==> src/core/crg_pkg.sv <==
// Package of constants and types for the count run/gate control block
package crg_pkg;

   // ----------------------------------------------------------------
   // Timing
   // ----------------------------------------------------------------
   localparam int CLK_PERIOD_NS = 4;
   // Least run pulse width when stretching is on, in microseconds
   localparam int RUN_MIN_US = 10;
   localparam int RUN_MIN_CYC = (RUN_MIN_US * 1000 + CLK_PERIOD_NS - 1) / CLK_PERIOD_NS;
   // Least start/stop pulse width the source keeps, in ns
   localparam int PULSE_MIN_NS = 100;

   // ----------------------------------------------------------------
   // Sizes and reset values
   // ----------------------------------------------------------------
   localparam int MEM_DEPTH_8CH = 30000;
   localparam int MEM_DEPTH_16CH = 15000;
   localparam int MAX_SESSIONS = 8;
   localparam logic [15:0] PORT_RESET = 16'h1E61;
   localparam logic [7:0] ASCII_CR = 8'h0D;
   localparam logic [7:0] ASCII_LF = 8'h0A;
   localparam logic [7:0] ASCII_0 = 8'h30;
   localparam logic [7:0] ASCII_9 = 8'h39;

   // ----------------------------------------------------------------
   // Types
   // ----------------------------------------------------------------
   typedef enum logic [1:0] {
      CRG_MODE_PLAIN = 2'b00,
      CRG_MODE_GDATA = 2'b01,
      CRG_MODE_GEDGE = 2'b10
   } crg_mode_t;

   // Decoded host command, one-cycle strobes
   typedef struct packed {
      logic start;
      logic stop;
      logic restart;
      logic dl_begin;
      logic dl_end;
      logic port_set;
      logic port_query;
   } crg_cmd_t;

   // Inversion switches for each control signal
   typedef struct packed {
      logic start;
      logic stop;
      logic gate;
      logic run;
   } crg_inv_t;

endpackage

==> src/core/crg_top.sv <==
// Run/gate control, sample capture strobe and host command arbitration
//
// Summary of operation
// RQ1: Start input edge begins counting
// RQ2: Stop input edge ends counting
// RQ3: Count interval spans start to stop
// RQ4: Source holds pulses over 100 ns
// RQ5: Host start command acts like start input
// RQ6: Gate low pauses counting, high resumes
// RQ7: Open gate pin reads as high
// RQ8: Gate fall stores one memory entry
// RQ9: Memory holds 30000 or 15000 entries
// RQ10: Edge mode keeps counting while gate low
// RQ11: Run output high while started and gated
// RQ12: Run output may drive other units' gate
// RQ13: Run pulse optionally stretched to 10 us
// RQ14: Up to eight LAN sessions accepted
// RQ15: Only one session may download
// RQ16: No replies during download, stop accepted
// RQ17: Latest command wins across links
// RQ18: Network settings apply after restart events
// RQ19: Port command stores number, query replies
// RQ20: Commands and replies end in CR LF
// RQ21: Switches invert start, stop, gate, run
// RQ22: Inputs synchronised and edge detected
// RQ23: Simultaneous start and stop: stop wins
module crg_top
   import crg_pkg::*;
#(
   parameter bit WIDE_VARIANT = 1'b0,
   parameter int SESSIONS = MAX_SESSIONS,
   parameter int RUN_MIN = RUN_MIN_CYC
) (
   input wire logic I_CLK_SYS,
   input wire logic I_RESET,
   input wire logic I_START,
   input wire logic I_STOP,
   input wire logic I_GATE,
   input wire logic I_GATE_PRESENT,
   input wire crg_inv_t I_INV,
   input wire crg_mode_t I_MODE,
   input wire logic I_STRETCH_EN,
   input wire logic I_MEM_CLEAR,
   input wire logic I_RX_VALID,
   input wire logic [7:0] I_RX_DATA,
   input wire logic [2:0] I_RX_SESSION,
   input wire logic I_RX_USB,
   input wire logic [SESSIONS-1:0] I_SESS_OPEN,
   input wire logic I_RESET_SW_1S,
   input wire logic I_REPLY_REQ,
   output logic O_RUN,
   output logic O_LED,
   output logic O_COUNT_EN,
   output logic O_CAPTURE,
   output logic [14:0] O_MEM_ADDR,
   output logic O_MEM_FULL,
   output logic O_RESTART,
   output logic O_NET_APPLY,
   output logic [15:0] O_PORT,
   output logic O_DL_ACTIVE,
   output logic [2:0] O_DL_OWNER,
   output logic O_REPLY_EN,
   output logic O_PORT_REPLY,
   output logic O_LAST_USB
);

   localparam int MEM_DEPTH = WIDE_VARIANT ? MEM_DEPTH_16CH : MEM_DEPTH_8CH;

   // ----------------------------------------------------------------
   // Elaboration checks
   // ----------------------------------------------------------------
   initial begin
      if (SESSIONS < 1 || SESSIONS > MAX_SESSIONS) begin
         $error("SESSIONS out of range");
      end
      if (RUN_MIN < 1 || RUN_MIN > 65535) begin
         $error("RUN_MIN out of range");
      end
   end

   // ----------------------------------------------------------------
   // Input synchronisers
   // ----------------------------------------------------------------
   logic [2:0] meta_ff;   // First stage, read only by second stage
   logic [2:0] sync_ff;   // Second stage
   logic [2:0] prev_ff;   // Previous synced value for edges
   logic [2:0] raw_pins;
   logic gate_pin;
   logic [2:0] warm_ff;   // Masks the false edge an inverted idle pin gives after reset

   // RQ7: open gate high
   assign gate_pin = I_GATE_PRESENT ? I_GATE : 1'b1;
   // RQ21: level inversion switches
   assign raw_pins = {gate_pin ^ I_INV.gate, I_STOP ^ I_INV.stop, I_START ^ I_INV.start};

   // RQ22: two-flop sync
   always_ff @(posedge I_CLK_SYS or posedge I_RESET) begin
      if (I_RESET) begin
         meta_ff <= 3'b100;
         sync_ff <= 3'b100;
         prev_ff <= 3'b100;
         warm_ff <= 3'b000;
      end else begin
         meta_ff <= raw_pins;
         sync_ff <= meta_ff;
         prev_ff <= sync_ff;
         warm_ff <= {warm_ff[1:0], 1'b1};
      end
   end

   logic start_edge;
   logic stop_edge;
   logic gate_high;
   logic gate_fall;
   // RQ22: rising edge detect on start and stop, falling edge on gate
   assign start_edge = sync_ff[0] & ~prev_ff[0] & warm_ff[2];
   assign stop_edge = sync_ff[1] & ~prev_ff[1] & warm_ff[2];
   assign gate_high = sync_ff[2];
   assign gate_fall = ~sync_ff[2] & prev_ff[2] & warm_ff[2];

   // ----------------------------------------------------------------
   // Host command decoder
   // ----------------------------------------------------------------
   // Commands are ASCII lines: "S"=start, "P"=stop, "R"=restart, "D"=download,
   // "E"=end download, "T<digits>"=port set, "Q"=port query. A line acts
   // only when CR then LF closes it; a short code set keeps the parser tiny.
   logic [7:0] op_ff;     // First byte of the current line
   logic [15:0] num_ff;   // Decimal accumulator
   logic cr_ff;           // Last byte was CR
   logic [2:0] sess_ff;   // Session of the line
   logic usb_ff;          // Link of the line
   logic bad_ff;          // Non-digit in port argument
   logic first_ff;        // Next byte opens a line
   crg_cmd_t cmd;
   logic line_end;

   // RQ20: CR LF terminates a command
   assign line_end = I_RX_VALID & cr_ff & (I_RX_DATA == ASCII_LF);

   // Byte collection
   always_ff @(posedge I_CLK_SYS or posedge I_RESET) begin
      if (I_RESET) begin
         op_ff <= 8'h00;
         num_ff <= 16'h0000;
         cr_ff <= 1'b0;
         sess_ff <= 3'h0;
         usb_ff <= 1'b0;
         bad_ff <= 1'b0;
         first_ff <= 1'b1;
      end else if (I_RX_VALID) begin
         cr_ff <= (I_RX_DATA == ASCII_CR);
         if (line_end) begin
            first_ff <= 1'b1;
         end else if (first_ff) begin
            op_ff <= I_RX_DATA;
            num_ff <= 16'h0000;
            bad_ff <= 1'b0;
            sess_ff <= I_RX_SESSION;
            usb_ff <= I_RX_USB;
            first_ff <= 1'b0;
         end else if (I_RX_DATA >= ASCII_0 && I_RX_DATA <= ASCII_9) begin
            // RQ19: decimal port digits
            num_ff <= 16'(num_ff * 16'h000A + 16'(I_RX_DATA - ASCII_0));
         end else if (I_RX_DATA != ASCII_CR) begin
            bad_ff <= 1'b1;
         end
      end
   end

   // Decode on the line terminator
   always_comb begin
      cmd = '0;
      if (line_end) begin
         unique case (op_ff)
            8'h53: cmd.start = 1'b1;
            8'h50: cmd.stop = 1'b1;
            8'h52: cmd.restart = 1'b1;
            8'h44: cmd.dl_begin = 1'b1;
            8'h45: cmd.dl_end = 1'b1;
            8'h54: cmd.port_set = ~bad_ff;
            8'h51: cmd.port_query = 1'b1;
            default: cmd = '0;
         endcase
      end
   end

   // ----------------------------------------------------------------
   // Session and download arbitration
   // ----------------------------------------------------------------
   logic sess_ok;
   // RQ14: only open sessions among eight
   assign sess_ok = usb_ff | I_SESS_OPEN[sess_ff];

   logic dl_ff;
   logic [2:0] owner_ff;
   // RQ15: single download owner
   always_ff @(posedge I_CLK_SYS or posedge I_RESET) begin
      if (I_RESET) begin
         dl_ff <= 1'b0;
         owner_ff <= 3'h0;
      end else if (cmd.dl_end & sess_ok) begin
         // RQ16: stop accepted mid download, from any link
         dl_ff <= 1'b0;
      end else if (cmd.dl_begin & sess_ok & ~dl_ff) begin
         dl_ff <= 1'b1;
         owner_ff <= sess_ff;
      end else if (dl_ff & ~I_SESS_OPEN[owner_ff]) begin
         // Owner session dropped; release so others may download
         dl_ff <= 1'b0;
      end
   end

   // ----------------------------------------------------------------
   // Run / gate control
   // ----------------------------------------------------------------
   logic started_ff;
   logic go_start;
   logic go_stop;
   // RQ5: host start same as pin
   assign go_start = start_edge | (cmd.start & sess_ok);
   assign go_stop = stop_edge | (cmd.stop & sess_ok);

   // RQ1: start arms counting; RQ2: stop ends it; RQ3: interval between
   always_ff @(posedge I_CLK_SYS or posedge I_RESET) begin
      if (I_RESET) begin
         started_ff <= 1'b0;
      end else if (go_stop) begin
         // RQ23: stop wins tie
         started_ff <= 1'b0;
      end else if (go_start) begin
         started_ff <= 1'b1;
      end
   end

   logic run_valid;
   logic count_en;
   // RQ11: run when started and gate high
   assign run_valid = started_ff & gate_high;
   // RQ6: gate low pauses; RQ10: edge mode ignores gate level
   assign count_en = started_ff & (gate_high | (I_MODE == CRG_MODE_GEDGE));

   // Run pulse stretcher
   logic [15:0] hold_ff;
   // RQ13: minimum run width
   always_ff @(posedge I_CLK_SYS or posedge I_RESET) begin
      if (I_RESET) begin
         hold_ff <= 16'h0000;
      end else if (run_valid & ~(O_RUN ^ I_INV.run) & I_STRETCH_EN) begin
         hold_ff <= 16'(RUN_MIN - 1);
      end else if (hold_ff != 16'h0000) begin
         hold_ff <= hold_ff - 16'h0001;
      end
   end

   // Registered run, LED and count enable
   always_ff @(posedge I_CLK_SYS or posedge I_RESET) begin
      if (I_RESET) begin
         O_RUN <= 1'b0;
         O_LED <= 1'b0;
         O_COUNT_EN <= 1'b0;
      end else begin
         // RQ21: run output inversion
         O_RUN <= (run_valid | (hold_ff != 16'h0000)) ^ I_INV.run;
         O_LED <= run_valid;
         O_COUNT_EN <= count_en;
      end
   end

   // ----------------------------------------------------------------
   // Sample capture addressing
   // ----------------------------------------------------------------
   logic do_cap;
   // RQ8: capture on gate fall while started
   assign do_cap = gate_fall & started_ff & (I_MODE != CRG_MODE_PLAIN) & ~O_MEM_FULL;

   // RQ9: bounded entry count
   always_ff @(posedge I_CLK_SYS or posedge I_RESET) begin
      if (I_RESET) begin
         O_MEM_ADDR <= 15'h0000;
         O_MEM_FULL <= 1'b0;
         O_CAPTURE <= 1'b0;
      end else begin
         O_CAPTURE <= do_cap;
         if (I_MEM_CLEAR) begin
            O_MEM_ADDR <= do_cap ? 15'h0001 : 15'h0000;   // A capture in the clear cycle keeps entry 0
            O_MEM_FULL <= 1'b0;
         end else if (do_cap) begin
            O_MEM_ADDR <= O_MEM_ADDR + 15'h0001;
            O_MEM_FULL <= (O_MEM_ADDR == 15'(MEM_DEPTH - 1));
         end
      end
   end

   // ----------------------------------------------------------------
   // Network settings and replies
   // ----------------------------------------------------------------
   logic [15:0] port_new_ff;
   // RQ19: port set stores number; RQ18: applied on restart events
   always_ff @(posedge I_CLK_SYS or posedge I_RESET) begin
      if (I_RESET) begin
         port_new_ff <= PORT_RESET;
         O_PORT <= PORT_RESET;
         O_RESTART <= 1'b0;
         O_NET_APPLY <= 1'b0;
      end else begin
         O_RESTART <= cmd.restart & sess_ok;
         O_NET_APPLY <= (cmd.restart & sess_ok) | I_RESET_SW_1S;
         if (cmd.port_set & sess_ok) begin
            port_new_ff <= num_ff;
         end
         if ((cmd.restart & sess_ok) | I_RESET_SW_1S) begin
            O_PORT <= port_new_ff;
         end
      end
   end

   // Reply gating and last-link tracking
   always_ff @(posedge I_CLK_SYS or posedge I_RESET) begin
      if (I_RESET) begin
         O_REPLY_EN <= 1'b1;
         O_PORT_REPLY <= 1'b0;
         O_LAST_USB <= 1'b0;
         O_DL_ACTIVE <= 1'b0;
         O_DL_OWNER <= 3'h0;
      end else begin
         // RQ16: silence replies in download
         O_REPLY_EN <= ~dl_ff & I_REPLY_REQ;
         O_PORT_REPLY <= cmd.port_query & sess_ok & ~dl_ff;
         O_DL_ACTIVE <= dl_ff;
         O_DL_OWNER <= owner_ff;
         // RQ17: latest command's link wins
         if (line_end & sess_ok) begin
            O_LAST_USB <= usb_ff;
         end
      end
   end

endmodule

==> config.mk <==
export PLATFORM = sky130hd
export DESIGN_NAME = crg_top
export DESIGN_NICKNAME = d
export VERILOG_FILES = /design/src/core/crg_pkg.sv /design/src/core/crg_top.sv
export SDC_FILE = /design/constraint.sdc
export NUM_CORES = 1
export LEC_CHECK = 0
export ABC_AREA = 1
export BUFFER_PORTS_ARGS = -buffer_cell sky130_fd_sc_hd__buf_4
export CAP_MARGIN = 20
export CELL_PAD_IN_SITES_DETAIL_PLACEMENT = 2
export CELL_PAD_IN_SITES_GLOBAL_PLACEMENT = 2
export CORE_MARGIN = 1
export CORE_UTILIZATION = 38
export DETAILED_ROUTE_END_ITERATION = 6
export PLACE_DENSITY = 0.95
export SYNTH_ARGS = -nofsm -noshare
export SYNTH_HDL_FRONTEND = slang
export SYNTH_SLANG_ARGS = --single-unit
==> constraint.sdc <==
create_clock -name I_CLK_SYS -period 5.48 [get_ports I_CLK_SYS]
set_input_delay 0.548 -clock I_CLK_SYS [delete_from_list [all_inputs] [get_ports I_CLK_SYS]]
set_output_delay 0.548 -clock I_CLK_SYS [all_outputs]
set_load 0.01 [all_outputs]
==> impl_metrics.csv <==
group,metric,value,unit
outcome,outcome,"complete, no violations",
finish,synthToLayoutAreaGrowth,19.8,%
power_and_ir_drop,powerDensity,549,nW/µm²
setup_path,r2r_start,"num_ff[1]",
clock_tree,holdBufCountCts,0,
detailed_routing,drcViolationCount,0,
detailed_routing,drt_iter0_markers,465,
sta,fin_crit,4.17,ns
floorplanning,core-area,18300,µm²
global_route,grt_pass1_wl,51.8,mm
detailed_routing,viasPerCell,5.84,
sta,clock_skew,0.0167,ns
place,hpwl,20.3,mm
finish,diodes,0,
sta,hold_violations,0,
finish,nFillCells,2057,
setup_path,rr_endpoint,"num_ff[15]",
floorplanning,die_h,140,µm
logic_synthesis,synth_edf_count,0,
finish,final_area,8620,µm²
place,io_buffers,81,
setup_path,worst-setup-path-type,"flip-flop to flip-flop",
floorplanning,rows,49,
clock_tree,ctsResizeCount,0,
clock_tree,cts_tree,"yes",
detailed_routing,vias,7234,
logic_synthesis,syn_avg_cell_area,7.92,µm²
logic_synthesis,yosysWarnings,0,
detailed_routing,wl,32.8,mm
global_route,grt_max_degree,68,
setup_path,worstPathMaxFanout,6,
power_and_ir_drop,leakage,4.31,nW
detailed_routing,avgRoutedWirePerCell,26.5,µm
sta,fmax,240,MHz
setup_path,crit_path_end_kind,"flip-flop",
logic_synthesis,synthArstFlopShare,100,%
global_route,grt_util_all_layers,35.9,%
clock_tree,clkLatencyLatePin,0.46,ns
min_path,worstHoldStart,"I_INV[1]",
global_route,antenna_found_initial,0,
global_route,overflow,0,
logic_synthesis,synth_area,7200,µm²
global_route,grt_pass1_vias,8417,
power_and_ir_drop,vdd.ir_drop.worst,0.281,mV
place,placed_cell_area,8020,µm²
logic_synthesis,syn_inst,909,
floorplanning,initial_core_util,39.4,%
sta,grt_setup_unrepaired,"false",
sta,relSlewSlack,36.4,%
logic_synthesis,synth_top_flop_cell,"dfrtp_1",
min_path,worstHoldPathCells,2,
setup_path,arrival,4.51,ns
logic_synthesis,ys_seq_area_share,43.8,%
sta,worstMarginPinSlew,0.949,ns
sta,final.setup.tns,0,ns
clock_tree,post-cts-setup-buffers,0,
min_path,hold_end,"meta_ff[2]",
floorplanning,die_width,140,µm
clock_tree,htreeDepth,4,
setup_path,r2r_cells,20,
flow_run,cap_violations,0,
logic_synthesis,synth-seq-cells,125,
clock_tree,clock_sinks,125,
setup_path,reg2reg_setup_slack,1.31,ns
detailed_routing,drt_first_pass_iters,5,
min_path,hp-class,"input pin to flip-flop",
logic_synthesis,synthDistinctLibCells,42,
sta,finalSetupViolCount,0,
sta,timing.final.crit_share,76.0,%
sta,hold_slack,0.251,ns
detailed_routing,route.antenna.remaining_nets,0,
setup_path,start_kind,"flip-flop",
finish,nets,1078,
logic_synthesis,synth_fp_nets,989,
sta,slew_violations,0,
finish,drive_above_1_share,17.6,%
clock_tree,clk_pin_slew,0.07,ns
place,routabilityCongestion,0.876,
setup_path,cp.required,5.82,ns
clock_tree,clk_path_buf_depth,2,
floorplanning,die_area,19500,µm²
clock_tree,cts-root-buf,"clkbuf_16",
clock_tree,cts_buffers,17,
floorplanning,ioPinCount,82,
finish,fin_util,47.2,%
-- state kept, by name, indices dropped and copies added (netlist names), 3 cells and up --
signal and count:
owner_ff 3, port_new_ff 16, sync_ff 3, num_ff 16
meta_ff 3, O_DL_OWNER 3, warm_ff 3, op_ff 8
O_PORT 16, O_MEM_ADDR 15, sess_ff 3, prev_ff 3
hold_ff 16
-- area by class of cell --
| cell class | instances | area (µm²) | area share, % |
|---|---|---|---|
| Timing Repair Buffer | 82 | 616 | 7.14 |
| Multi-Input combinational cell | 662 | 3550 | 41.1 |
| Inverter | 110 | 415 | 4.82 |
| Clock inverter | 13 | 166 | 1.93 |
| Tap cell | 229 | 287 | 3.32 |
| Sequential cell | 125 | 3150 | 36.6 |
| Clock buffer | 18 | 439 | 5.09 |
-- cells by family (layout without fill, tap and decap cells) --
| logic type | after synthesis | in the layout | share of synthesized area, % |
|---|---|---|---|
| adder cells (fa/ha/maj) | 43 | 43 | 7.68 |
| XOR/XNOR | 23 | 23 | 2.80 |
| AND/OR/NAND/NOR | 473 | 473 | 29.1 |
| AO/OA/AOI/OAI | 122 | 122 | 9.67 |
| other | 1 | 1 | 0.0521 |
| flip-flops | 125 | 125 | 43.8 |
| buffers and inverters | 122 | 223 | 6.94 |
-- layout by cell type (no fill, tap or decap), drive strengths merged, types with 2 or more instances in the layout --
cell,Yosys,layout
a21o,7,7
a21oi,32,32
a31o,2,2
a31oi,4,4
buf,10,82
bufinv,0,3
clkbuf,2,18
clkinv,1,6
clkinvlp,0,3
dfrtp,106,106
dfstp,19,19
fa,2,2
ha,41,41
inv,109,111
nand2,244,244
nand3,73,73
nand3b,5,5
nand4,17,17
nor2,101,101
nor3,22,22
nor4,4,4
o21a,4,4
o21ai,70,70
o31ai,3,3
or2,7,7
xnor2,6,6
xor2,17,17
-- stage by stage --
| step | power (mW) | setup slack (ns) | std cells |
|---|---|---|---|
| after floorplan | 2.59 | 1.64 | 909 |
| after global routing | 4.97 | 1.20 | 1239 |
| final | 4.74 | 1.31 | 1239 |
| after CTS | 4.69 | 1.42 | 1239 |
| after detailed placement | 3.25 | 1.78 | 1208 |
| after global placement | 3.02 | 2.14 | 1208 |
-- synth_stat cells, types with 2 or more instances --
master / instances / area share (%)
nor2_4: 3 / 0.47
clkbuf_1: 2 / 0.10
inv_2: 5 / 0.26
ha_1: 41 / 7.1
nand3_2: 3 / 0.42
nand2_2: 11 / 0.96
o31ai_1: 3 / 0.31
a31o_2: 2 / 0.24
a21oi_1: 31 / 2.2
nand2_1: 232 / 12
nor4_1: 4 / 0.35
nor2_1: 95 / 5.0
dfstp_2: 19 / 6.9
o21ai_1: 11 / 0.76
nand3_1: 69 / 4.8
inv_1: 104 / 5.4
a21o_1: 7 / 0.73
xor2_1: 17 / 2.1
or2_2: 6 / 0.52
nand3b_1: 5 / 0.52
buf_2: 5 / 0.35
xnor2_1: 6 / 0.73
o21ai_2: 7 / 0.85
nor3_1: 20 / 1.4
dfrtp_1: 106 / 37
o21ai_0: 52 / 3.6
fa_1: 2 / 0.56
nand4_1: 17 / 1.5
a31oi_1: 4 / 0.35
o21a_1: 4 / 0.42
buf_4: 3 / 0.31
nor2_2: 3 / 0.26
-- worst max path at each step --
stage | from | cells after the start | endpoint | slack, ns
2_1_floorplan | I_RESET | 1 | O_CAPTURE | 1.64
3_3_place_gp | num_ff[1] | 18 | num_ff[13] | 2.14
3_5_place_dp | num_ff[1] | 18 | num_ff[13] | 1.78
4_1_cts | num_ff[3] | 20 | num_ff[15] | 1.42
5_1_grt | num_ff[1] | 19 | num_ff[15] | 1.20
6_report | num_ff[1] | 20 | num_ff[15] | 1.31
-- report_power, final --
part	switching, mW	leakage (nW)	internal (mW)	total (mW)
combinational	1.56	2.45	0.751	2.31
sequential	0.152	1.57	1.04	1.19
clock	0.507	0.289	0.727	1.23
total	2.22	4.31	2.52	4.74
-- worst max-delay path, stage by stage (launching register included) --
cell     delay (ns)
dfrtp_1        0.47
ha_1           0.33
ha_1           0.26
fa_1           0.48
nand3_1        0.16
nand2_1        0.12
a21oi_1        0.31
nor2_1         0.08
nor2_1         0.13
xor2_1         0.23
inv_1          0.10
ha_1           0.41
nand2_1        0.15
nor2_1         0.21
nand2_1        0.10
nor2_1         0.14
nor2_1         0.08
inv_1          0.06
nand2_1        0.05
nand3_1        0.08
nand2_1        0.09
-- per-layer routing --
layer  global-route usage (%)  share of wire (%)  wire length (µm)
met1                     40.2                 40             13000
met2                     64.1                 52             16900
met3                     7.91                4.4              1450
met4                     18.5                4.5              1490
met5                        0                  0                 0
Power figures use the tool's default switching activity.
